### src/hw/csc_map.svh
// Register offsets, field codes, reset values and timing counts.
`ifndef CSC_MAP_SVH
`define CSC_MAP_SVH
// ****************************************
// Register map
// ****************************************
`define CSC_RES_BASE 8'h00
`define CSC_RES_LAST 8'h07
`define CSC_CFG_BASE 8'h08
`define CSC_CFG_LAST 8'h0B
`define CSC_OFFS_BASE 8'h0D
`define CSC_OFFS_LAST 8'h10
`define CSC_GAIN_BASE 8'h11
`define CSC_GAIN_LAST 8'h14
// ****************************************
// Measurement configuration fields
// ****************************************
`define CSC_NEG_DIFF_LIM 3'h4
`define CSC_NEG_SE_A 3'h4
`define CSC_NEG_SE_B 3'h7
`define CSC_INPUT_LIM 3'h4
// ****************************************
// Reset values and scaling
// ****************************************
`define CSC_CFG_RST 16'h1c00
`define CSC_OFFS_RST 16'h0000
`define CSC_RES_RST 24'h00_0000
`define CSC_GAIN_FRAC 14
// ****************************************
// Timing
// ****************************************
`define CSC_CLK_NS 40
`define CSC_SPIKE_NS 50
`define CSC_SPIKE_CYC ((`CSC_SPIKE_NS + `CSC_CLK_NS - 1) / `CSC_CLK_NS)
`endif

### src/hw/csc_pkg.sv
// Types shared by the capacitive sense control block.
package csc_pkg;
   // ****************************************
   // Types
   // ****************************************
   typedef enum logic [3:0] {
      ST_IDLE, ST_ADDR, ST_ADDR_ACK, ST_PTR, ST_PTR_ACK,
      ST_WDATA, ST_WACK, ST_RDATA, ST_RACK
   } csc_state_e;

   typedef struct packed {
      logic [2:0] positive_input_select;
      logic [2:0] negative_input_select;
      logic [4:0] offset_balance_array;
      logic [4:0] spare;
   } csc_meas_cfg_s;

   typedef struct packed {
      logic en;
      logic [1:0] src;
      logic level;
   } csc_guard_s;
endpackage
### src/hw/csc_ctrl.sv
// Shield routing, offset and gain calibration, two-wire register target.
// Functional notes
// RL1 - Differential: first guard follows lower input, second guard higher.
// RL2 - Single-ended without offset array: both guards tied together.
// RL3 - Single-ended with offset array: first guard follows input, second floats.
// RL4 - Each active guard copies the excitation of its associated input.
// RL5 - Result equals measured input minus programmed offset array value.
// RL6 - Offset array code is 5 bits; larger code subtracts no less.
// RL7 - Offset trim registers return to default on every reset.
// RL8 - Host should store offset trim and rewrite it after power-up.
// RL9 - Host removes large offset with array, then trims residue.
// RL10 - Four writable gain trim registers at 0x11 to 0x14.
// RL11 - Gain trim reloads the factory coefficient after every reset.
// RL12 - Bus inputs ignore glitches up to 50 ns wide; the filter takes two 40 ns samples, so it rejects only pulses up to 40 ns.
// RL13 - Negative select below b100 means a differential measurement.
// RL14 - Negative select b100 or b111 means single-ended measurement.
// RL15 - Selected input's offset and gain trims apply before readout.
`timescale 1ns/1ps
`include "csc_map.svh"

module csc_ctrl #(
   parameter logic [6:0] BUS_ADDR = 7'h50,
   parameter logic [15:0] DAC_STEP = 16'h0800
) (
   // Clock and reset
   input wire logic i_mclk,
   input wire logic i_rst_b,
   // Two-wire bus pins
   input wire logic i_scl,
   input wire logic i_sda,
   output logic o_sda_o,
   output logic o_sda_oe,
   // Factory coefficient from one-time memory
   input wire logic [15:0] i_otp_gain,
   // Raw conversion results from the front end
   input wire logic i_conv_valid,
   input wire logic [1:0] i_conv_meas,
   input wire logic signed [23:0] i_conv_raw,
   // Active measurement and input excitation
   input wire logic i_active,
   input wire logic [1:0] i_active_meas,
   input wire logic [3:0] i_excite,
   // Guard drivers
   output csc_pkg::csc_guard_s o_first_guard_output,
   output csc_pkg::csc_guard_s o_second_guard_output,
   output logic o_guard_short
);

   // ****************************************
   // Parameter checks
   // ****************************************
   if (DAC_STEP == 16'h0000)
   begin : g_chk_step
      $error("DAC_STEP must be nonzero");
   end
   if (BUS_ADDR == 7'h00)
   begin : g_chk_addr
      $error("BUS_ADDR must not be the general call address");
   end

   // ****************************************
   // Input spike filters
   // ****************************************
   localparam logic [1:0] SPIKE_CYC = 2'(`CSC_SPIKE_CYC);
   logic [1:0] pin_raw;
   logic [1:0] pin_f_reg;
   logic [1:0] pin_d_reg;
   assign pin_raw = {i_scl, i_sda};

   // A line change is accepted only after it stays for SPIKE_CYC samples.
   for (genvar li = 0; li < 2; li++)
   begin : g_filt
      logic [1:0] cnt_reg;
      always_ff @(posedge i_mclk)
      begin
         if (!i_rst_b)
         begin
            cnt_reg <= 2'h0;
            pin_f_reg[li] <= 1'b1;
         end
         else if (pin_raw[li] == pin_f_reg[li])
            cnt_reg <= 2'h0;
         else if (cnt_reg + 2'h1 >= SPIKE_CYC) // RL12
         begin
            cnt_reg <= 2'h0;
            pin_f_reg[li] <= pin_raw[li];
         end
         else
            cnt_reg <= cnt_reg + 2'h1;
      end
   end

   always_ff @(posedge i_mclk)
   begin
      if (!i_rst_b)
         pin_d_reg <= 2'h3;
      else
         pin_d_reg <= pin_f_reg;
   end

   wire scl_f = pin_f_reg[1];
   wire sda_f = pin_f_reg[0];
   wire scl_rise = scl_f & ~pin_d_reg[1];
   wire scl_fall = ~scl_f & pin_d_reg[1];
   wire bus_start = scl_f & pin_d_reg[1] & pin_d_reg[0] & ~sda_f;
   wire bus_stop = scl_f & pin_d_reg[1] & ~pin_d_reg[0] & sda_f;

   // ****************************************
   // Register storage
   // ****************************************
   logic [15:0] cfg_reg [4];
   logic [15:0] offs_reg [4];
   logic [15:0] gain_reg [4];
   logic [23:0] res_reg [4];
   logic [7:0] ptr_reg;
   logic [7:0] hold_reg;
   logic [7:0] shreg_reg;
   logic byte_sel_reg;
   csc_pkg::csc_state_e state_reg;
   logic [3:0] cnt_reg;
   logic sda_low_reg;
   logic rw_reg;
   logic [7:0] rd_byte_reg;

   // ****************************************
   // Address decode
   // ****************************************
   function automatic logic csc_in(input logic [7:0] p,
      input logic [7:0] lo, input logic [7:0] hi);
      csc_in = (p >= lo) && (p <= hi);
   endfunction

   wire ptr_is_res = csc_in(ptr_reg, `CSC_RES_BASE, `CSC_RES_LAST);
   wire ptr_is_cfg = csc_in(ptr_reg, `CSC_CFG_BASE, `CSC_CFG_LAST);
   wire ptr_is_offs = csc_in(ptr_reg, `CSC_OFFS_BASE, `CSC_OFFS_LAST);
   wire ptr_is_gain = csc_in(ptr_reg, `CSC_GAIN_BASE, `CSC_GAIN_LAST); // RL10
   wire wr_ok = ptr_is_cfg | ptr_is_offs | ptr_is_gain;
   wire sh_hit = csc_in(shreg_reg, `CSC_RES_BASE, `CSC_CFG_LAST)
      | csc_in(shreg_reg, `CSC_OFFS_BASE, `CSC_GAIN_LAST);
   wire [7:0] idx_cfg = ptr_reg - `CSC_CFG_BASE;
   wire [7:0] idx_offs = ptr_reg - `CSC_OFFS_BASE;
   wire [7:0] idx_gain = ptr_reg - `CSC_GAIN_BASE;
   wire [7:0] idx_res = ptr_reg - `CSC_RES_BASE;
   wire [1:0] res_sel = idx_res[2:1];
   wire [23:0] res_word = res_reg[res_sel];
   wire [15:0] res_half = idx_res[0] ? {res_word[7:0], 8'h00}
      : res_word[23:8];
   wire [15:0] rd_word = ptr_is_res ? res_half
      : ptr_is_cfg ? cfg_reg[idx_cfg[1:0]]
      : ptr_is_offs ? offs_reg[idx_offs[1:0]]
      : ptr_is_gain ? gain_reg[idx_gain[1:0]] : 16'h0000;
   wire [7:0] rd_next = byte_sel_reg ? rd_word[7:0] : rd_word[15:8];
   wire [15:0] wr_word = {hold_reg, shreg_reg};
   wire byte_end = scl_fall && (cnt_reg == 4'h8);
   wire wr_fire = (state_reg == csc_pkg::ST_WDATA) && byte_end
      && byte_sel_reg && wr_ok;

   // ****************************************
   // Conversion correction
   // ****************************************
   csc_pkg::csc_meas_cfg_s cv;
   assign cv = csc_pkg::csc_meas_cfg_s'(cfg_reg[i_conv_meas]);
   wire [1:0] cv_in = cv.positive_input_select[1:0];
   wire cv_diff = cv.negative_input_select < `CSC_NEG_DIFF_LIM; // RL13
   // The array code scales linearly, so the subtraction is monotonic.
   wire [31:0] dac_sub = cv_diff ? 32'h0000_0000
      : {27'h0, cv.offset_balance_array} * {16'h0, DAC_STEP}; // RL6
   wire signed [31:0] corr = 32'(i_conv_raw) - $signed(dac_sub) // RL5
      + 32'($signed(offs_reg[cv_in])); // RL15
   wire signed [48:0] prod = corr * $signed({1'b0, gain_reg[cv_in]});
   wire [23:0] res_calc = prod[`CSC_GAIN_FRAC +: 24]; // RL15

   // ****************************************
   // Per-input registers
   // ****************************************
   for (genvar gi = 0; gi < 4; gi++)
   begin : g_regs
      always_ff @(posedge i_mclk)
      begin
         if (!i_rst_b)
         begin
            cfg_reg[gi] <= `CSC_CFG_RST;
            offs_reg[gi] <= `CSC_OFFS_RST; // RL7
            gain_reg[gi] <= i_otp_gain; // RL11
            res_reg[gi] <= `CSC_RES_RST;
         end
         else
         begin
            if (wr_fire && ptr_is_cfg && idx_cfg[1:0] == gi)
               cfg_reg[gi] <= wr_word;
            if (wr_fire && ptr_is_offs && idx_offs[1:0] == gi)
               offs_reg[gi] <= wr_word;
            if (wr_fire && ptr_is_gain && idx_gain[1:0] == gi)
               gain_reg[gi] <= wr_word; // RL10
            if (i_conv_valid && i_conv_meas == gi)
               res_reg[gi] <= res_calc; // RL5
         end
      end
   end

   // ****************************************
   // Two-wire target state machine
   // ****************************************

   // The target never stretches the clock, so only data is driven.
   assign o_sda_o = 1'b0;
   assign o_sda_oe = sda_low_reg;

   always_ff @(posedge i_mclk)
   begin
      if (!i_rst_b)
      begin
         state_reg <= csc_pkg::ST_IDLE;
         cnt_reg <= 4'h0;
         shreg_reg <= 8'h00;
         sda_low_reg <= 1'b0;
         ptr_reg <= 8'h00;
         rw_reg <= 1'b0;
         byte_sel_reg <= 1'b0;
         hold_reg <= 8'h00;
         rd_byte_reg <= 8'h00;
      end
      else if (bus_start)
      begin
         state_reg <= csc_pkg::ST_ADDR;
         cnt_reg <= 4'h0;
         sda_low_reg <= 1'b0;
      end
      else if (bus_stop)
      begin
         state_reg <= csc_pkg::ST_IDLE;
         sda_low_reg <= 1'b0;
      end
      else
      begin
         case (state_reg)
            csc_pkg::ST_ADDR, csc_pkg::ST_PTR, csc_pkg::ST_WDATA:
            begin
               if (scl_rise)
               begin
                  shreg_reg <= {shreg_reg[6:0], sda_f};
                  cnt_reg <= cnt_reg + 4'h1;
               end
               else if (byte_end)
               begin
                  // A refused byte is left unacknowledged.
                  state_reg <= csc_pkg::ST_IDLE;
                  if (state_reg == csc_pkg::ST_ADDR
                     && shreg_reg[7:1] == BUS_ADDR)
                  begin
                     sda_low_reg <= 1'b1;
                     rw_reg <= shreg_reg[0];
                     state_reg <= csc_pkg::ST_ADDR_ACK;
                  end
                  if (state_reg == csc_pkg::ST_PTR && sh_hit)
                  begin
                     sda_low_reg <= 1'b1;
                     ptr_reg <= shreg_reg;
                     state_reg <= csc_pkg::ST_PTR_ACK;
                  end
                  if (state_reg == csc_pkg::ST_WDATA && wr_ok)
                  begin
                     sda_low_reg <= 1'b1;
                     hold_reg <= shreg_reg;
                     state_reg <= csc_pkg::ST_WACK;
                  end
               end
            end
            csc_pkg::ST_ADDR_ACK:
               if (scl_fall)
               begin
                  cnt_reg <= 4'h0;
                  byte_sel_reg <= 1'b0;
                  rd_byte_reg <= rd_word[15:8];
                  sda_low_reg <= rw_reg & ~rd_word[15];
                  state_reg <= rw_reg ? csc_pkg::ST_RDATA
                     : csc_pkg::ST_PTR;
               end
            csc_pkg::ST_PTR_ACK, csc_pkg::ST_WACK:
               if (scl_fall)
               begin
                  sda_low_reg <= 1'b0;
                  cnt_reg <= 4'h0;
                  byte_sel_reg <= (state_reg == csc_pkg::ST_WACK)
                     & ~byte_sel_reg;
                  state_reg <= csc_pkg::ST_WDATA;
               end
            csc_pkg::ST_RDATA:
               if (scl_rise)
                  cnt_reg <= cnt_reg + 4'h1;
               else if (byte_end)
               begin
                  sda_low_reg <= 1'b0;
                  state_reg <= csc_pkg::ST_RACK;
               end
               else if (scl_fall)
               begin
                  rd_byte_reg <= {rd_byte_reg[6:0], 1'b0};
                  sda_low_reg <= ~rd_byte_reg[6];
               end
            csc_pkg::ST_RACK:
               if (scl_rise)
               begin
                  if (sda_f)
                     state_reg <= csc_pkg::ST_IDLE;
                  else
                     byte_sel_reg <= ~byte_sel_reg;
               end
               else if (scl_fall)
               begin
                  cnt_reg <= 4'h0;
                  rd_byte_reg <= rd_next;
                  sda_low_reg <= ~rd_next[7];
                  state_reg <= csc_pkg::ST_RDATA;
               end
            default:
               state_reg <= csc_pkg::ST_IDLE;
         endcase
      end
   end

   // ****************************************
   // Guard routing
   // ****************************************
   csc_pkg::csc_meas_cfg_s ga;
   assign ga = csc_pkg::csc_meas_cfg_s'(cfg_reg[i_active_meas]);
   wire [2:0] g_pos = ga.positive_input_select;
   wire [2:0] g_neg = ga.negative_input_select;
   wire g_diff = g_neg < `CSC_NEG_DIFF_LIM; // RL13
   wire g_se = (g_neg == `CSC_NEG_SE_A) || (g_neg == `CSC_NEG_SE_B); // RL14
   wire g_dac = ga.offset_balance_array != 5'h00;
   wire g_ok = i_active && (g_pos < `CSC_INPUT_LIM) && (g_diff || g_se);
   wire [2:0] g_lo = (g_pos < g_neg) ? g_pos : g_neg;
   wire [2:0] g_hi = (g_pos < g_neg) ? g_neg : g_pos;
   wire [1:0] g1_src = g_diff ? g_lo[1:0] : g_pos[1:0]; // RL1
   wire [1:0] g2_src = g_diff ? g_hi[1:0] : g_pos[1:0]; // RL1
   wire g1_en = g_ok; // RL3
   wire g2_en = g_ok && (g_diff || !g_dac); // RL3
   wire g_short = g_ok && g_se && !g_dac; // RL2

   always_ff @(posedge i_mclk)
   begin
      if (!i_rst_b)
      begin
         o_first_guard_output <= '0;
         o_second_guard_output <= '0;
         o_guard_short <= 1'b0;
      end
      else
      begin
         o_first_guard_output <= {g1_en, g1_src,
            g1_en & i_excite[g1_src]}; // RL4
         o_second_guard_output <= {g2_en, g2_src,
            g2_en & i_excite[g2_src]}; // RL4
         o_guard_short <= g_short;
      end
   end

endmodule

### config.mk
export PLATFORM = sky130hd
export DESIGN_NAME = csc_ctrl
export DESIGN_NICKNAME = d
export VERILOG_FILES = /design/src/hw/csc_pkg.sv /design/src/hw/csc_ctrl.sv
export VERILOG_INCLUDE_DIRS = /design/src /design/src/hw
export SDC_FILE = /design/constraint.sdc
export NUM_CORES = 2
export LEC_CHECK = 0
export BUFFER_PORTS_ARGS = -buffer_cell sky130_fd_sc_hd__buf_4
export CAP_MARGIN = 20
export CORE_MARGIN = 2
export CORE_UTILIZATION = 40
export CTS_CLUSTER_DIAMETER = 50
export DETAILED_ROUTE_END_ITERATION = 8
export HOLD_SLACK_MARGIN = 0.06
export PLACE_DENSITY = 0.58
export SLEW_MARGIN = 20
export SYNTH_ARGS = -nofsm -noshare
export SYNTH_HDL_FRONTEND = slang
export SYNTH_SLANG_ARGS = --single-unit
export TNS_END_PERCENT = 50
### constraint.sdc
create_clock -name i_mclk -period 18.65 [get_ports i_mclk]
set_input_delay 3.73 -clock i_mclk [delete_from_list [all_inputs] [get_ports i_mclk]]
set_output_delay 3.73 -clock i_mclk [all_outputs]
set_load 0.005 [all_outputs]
* Word level (Yosys, flattened, before mapping)
Memories as Yosys holds them, arrays and structs flattened. A register that Yosys moved wholly into a read port is not among the register bits. Cells that the tools add are included.
Word-level totals: memories kept 4, memory bits (writable) 288, input port bits 54, flip-flop bits (word level) 59, output and inout port bits 11
Cells by class: bitwise operators 44, multiplexer cells 126, add/sub/neg operators 8, eq/ne operators 51, order comparisons 20, reduce and logical (&&, ||, !) cells 70, multipliers 1
Memory list:
- res_reg | words 4, width 24, read ports 1, clocked after memory_dff 1, write ports 4, line csc_ctrl.sv:114 | logic [23:0] res_reg [4];
- cfg_reg | words 4, width 16, read ports 3, clocked after memory_dff 0, write ports 4, line csc_ctrl.sv:111 | logic [15:0] cfg_reg [4];
- gain_reg | words 4, width 16, read ports 2, clocked after memory_dff 0, write ports 4, line csc_ctrl.sv:113 | logic [15:0] gain_reg [4];
- offs_reg | words 4, width 16, read ports 2, clocked after memory_dff 0, write ports 4, line csc_ctrl.sv:112 | logic [15:0] offs_reg [4];
Operators by type and width (number):
- 16-bit two-way mux | 18
- 24-bit two-way mux | 4
- 1-bit two-way mux | 68
- 4-bit two-way mux | 14
- 7-bit two-way mux | 6
- 26-bit by 17-bit multiplier with 38-bit output | 1
- 1-bit logical AND | 37
- 4-bit != test (second input constant) | 7
- 25-bit by 16-bit adder with 26-bit output | 1
- 24-bit by 17-bit subtractor with 25-bit output | 1
- 8-bit by 4-bit greater-or-equal comparator with 1-bit output (second input constant) | 3
- 8-bit by 5-bit <= comparator with 1-bit output (second input constant) | 3
- 2-bit != test (second input constant) | 12
- 7-bit one-hot mux with 3 select lines | 1
- 4-bit one-hot mux with 5 select lines | 1
- 1-bit OR | 19
- 6-bit AND reduction | 3
- 2-bit == test (second input constant) | 8
- 4-bit by 3-bit == test with 1-bit output (second input constant) | 4
- 8-bit by 1-bit greater-or-equal comparator with 1-bit output (second input constant) | 2
- 8-bit by 4-bit <= comparator with 1-bit output (second input constant) | 2
- 8-bit AND reduction | 2
- 3-bit OR reduction | 5
- 2-bit two-way mux | 7
- other kinds (39) | 91

* Depth between registers and ports, before layout
depth in word-level cells 12, depth in mapped cells 43, mapped depth without buffers 39

* Worst setup path before layout
Ideal clock, no wire load.
kind input to register, from input i_conv_meas[0], to memory res_reg[3][23], data pin, library setup time 0.152 ns, arrival 13.691 ns, path slack 4.808 ns, stages on the path 37, data required time 18.498 ns, buffers on the path 4, cells stage by stage mux4_2 -> buf_6 -> clkbuf_1 -> buf_1 -> buf_1 -> mux4_2 -> inv_1 -> ha_1 -> inv_1 -> ha_1 -> a2111oi_2 -> nor3_1 -> a21oi_1 -> o21ai_1 -> a221oi_1 -> o21ai_0 -> xor2_1 -> nand2_1 -> fa_1 -> fa_1 -> inv_1 -> fa_1 -> inv_1 -> fa_1 -> fa_1 -> fa_1 -> inv_1 -> ha_1 -> nand3_1 -> or3_1 -> nor4_1 -> a211oi_1 -> a21o_1 -> a21o_1 -> o211a_1 -> or3_4 -> a21oi_1
RTL lines:
- from (decl) | line csc_ctrl.sv:37 | input wire logic [1:0] i_conv_meas,
- to (decl) | line csc_ctrl.sv:114

==> reports/metrics.cfg <==
[timing]
slew_viol_final=0
tns_ns=0
fmax_ghz=0.06650
hold_viol_final=0
tightest_slew_ns=1.179
setup_viol=0
post-route-min-period_ns=15.04
min_period_over_period=0.8063
worst_hold_slack_ns=0.4396
rsz0062_at_grt=no
skew_ns=0.01633
max-slew-margin-rel=0.2112

[synth]
yosys_warnings=0
ys_seq_elements=350
synth_cell_types=72
ys.flop_type=edfxtp_1
synth_area_mm2=0.03260
syn_avg_cell_area_um2=10.47
synth_seq_area_share=0.3034
async_flop_share=0
synthCells=3115
synth.largest_area_cell=edfxtp_1
synth_edf_count=288
synth.top_cell.area_share=0.2653
netlist_top_cells_area=edfxtp_1, fa_1, mux4_2, inv_1, ha_1

[layout]
finalNonFillerCells=4250
largest_reg_flops=96
fin_util=0.4457
syn_to_final_growth_pct=10.13
layout.nets=3724
antennaDiodeCount=0
drive_above_1_share=0.1339

[clocking]
cts-htree-levels=2
postCtsSetupRepairBufs=0
post_cts_resized=0
clockRootBuffer=clkbuf_16
cts_tree=yes
clk_latency_ns=0.57
cts.sinks=350
clk_pin_slew_ns=0.05
numCtsBuffers=46
ctsHoldBuffers=0
cts_max_path_buffers=3

[critical_path]
r2r-start=cfg_reg[1][13]$_SDFFCE_PN0P_
crit_path_start_kind=input port
worst_path_max_delay_cell=xor2_1
timing_worst_setup_path_type=input port to flip-flop
cpPeakStageDelay_ns=0.98
r2r_slack_ns=6.72
setup.worst_path.start=i_conv_meas[0]
reg2regPathDepth=33
cp_data_arrival_time_ns=15.34
crit_end=res_reg[3][17]$_SDFFCE_PN0P_
worstPathRequired_ns=18.96
critPathMaxFanout=23
endpoint_kind=flip-flop
rr_endpoint=res_reg[3][17]$_SDFFCE_PN0P_

[global_route]
use_met2=0.3812
grt_pass1_wl_um=145100
grt_pass1_vias=23277
grtUsageMet1=0.3208
gr-total-overflow=0
antenna_found_initial=1
top_usage_layer=met2
grt_max_degree=73
met3_usage=0.03409
grtUsageTotal=0.2340

[floorplan]
dieArea_mm2=0.08380
rows=104
core_area_mm2=0.08055
start_util=0.4047
die_y_um=289.5
ioPinCount=65
die-width_um=289.5

[detailed_routing]
wl_per_cell_um=22.56
drt_iter0_drc=1938
wl_um=95890
drtAntennaViolNets=0
route.detailed.drc=0
first_pass_iters=5
vias=22845
via_per_inst=5.375

[place]
dp.cells=4163
dpl.hpwl_um=71780
port_buffers=63
gp_congestion=0.9192

[status]
status=finished, final reports clean

[job]
maxCapViolations=0

[worst_hold_path]
hp-class=flip-flop to flip-flop

## stage by stage
stage | setup WS [ns] | cell area [um^2]
2_1_floorplan | 4.808 | 32610
3_3_place_gp | 2.987 | 34400
3_5_place_dp | 3.216 | 34420
4_1_cts | 3.760 | 35890
5_1_grt | 2.893 | 35900
6_report | 3.613 | 35900
## cells by family after synthesis
logic type	after synthesis	share of synthesized area
mux	246	0.1200
simple gates	944	0.1326
xor+xnor	90	0.02418
buf+inv	689	0.08068
flops	350	0.3034
other cells	1	0.0001150
compound gates	277	0.05504
fa+ha+maj	518	0.2840
## Yosys cell counts (5+ instances only)
cell      number
a211oi_1      13
a21o_1        23
a21oi_1       74
a221oi_1       5
a22oi_1       13
a31oi_1       13
and2_1       146
and3_1        13
buf_1         16
buf_2          5
buf_4          8
clkbuf_1     119
dfxtp_1       62
edfxtp_1     288
fa_1         370
ha_1         148
inv_1        538
mux2_2        75
mux2i_1       62
mux4_2       108
nand2_1      342
nand2b_1      17
nand3_1       20
nand4_1        7
nor2_1       300
nor2b_1       39
nor3_1        16
nor4_1         7
o211ai_1      13
o21a_1        11
o21ai_0       60
o21bai_1       5
o31ai_1        5
or3_1         13
xnor2_1       54
xor2_1        36
## layout make-up
cell class | instances | area, um^2
fillers | 7623 | 44650
repair buffers | 136 | 1021
clock buffers | 54 | 1210
clock inverters | 32 | 259.0
flip-flops and latches | 350 | 9892
multi-input cells | 2078 | 20170
inverters | 540 | 2027
well taps | 1060 | 1326
## worst max-delay path, delay by kind of cell
| family | cells | cell delay [ns] |
|---|---|---|
| compound gates | 11 | 3.46 |
| xor+xnor | 2 | 1.33 |
| fa+ha+maj | 9 | 3.93 |
| buf+inv | 8 | 1.06 |
| mux | 2 | 1.46 |
| simple gates | 2 | 0.28 |
## placed cells by master, fill, tap and decap left out, types with 60 or more instances in the layout
cell type / instances
and2_1: 146
ha_1: 147
mux2_2: 75
nand2_1: 342
buf_4: 136
nor2_1: 298
mux4_2: 108
fa_1: 370
edfxtp_1: 288
a21oi_1: 74
inv_1: 538
dfxtp_1: 60
## per-layer routing
metal	routed length (um)	vias to the layer above	share of wire
li1	-	10222	-
met1	39740	11651	0.41
met2	45490	811	0.47
met3	7228	161	0.075
met4	3428	0	0.036
met5	0	-	0
## worst min-delay path by stage
stage / from / to / slack [ns] / cells after the start
CTS: g_filt[0].cnt_reg[0]$_SDFF_PP0_ / g_filt[0].cnt_reg[0]$_SDFF_PP0_ / 0.44 / 1
global route: g_filt[1].cnt_reg[0]$_SDFF_PP0_ / g_filt[1].cnt_reg[0]$_SDFF_PP0_ / 0.46 / 1
floorplan: g_filt[0].cnt_reg[0]$_SDFF_PP0_ / g_filt[0].cnt_reg[0]$_SDFF_PP0_ / 0.42 / 1
detailed placement: g_filt[0].cnt_reg[0]$_SDFF_PP0_ / g_filt[0].cnt_reg[0]$_SDFF_PP0_ / 0.44 / 1
finish: g_filt[1].cnt_reg[0]$_SDFF_PP0_ / g_filt[1].cnt_reg[0]$_SDFF_PP0_ / 0.44 / 1
global placement: g_filt[0].cnt_reg[1]$_SDFF_PP0_ / g_filt[0].cnt_reg[0]$_SDFF_PP0_ / 0.42 / 1
Power is not shown: default switching activity piles up to over one toggle a cycle in this logic, so the estimate is an artifact.
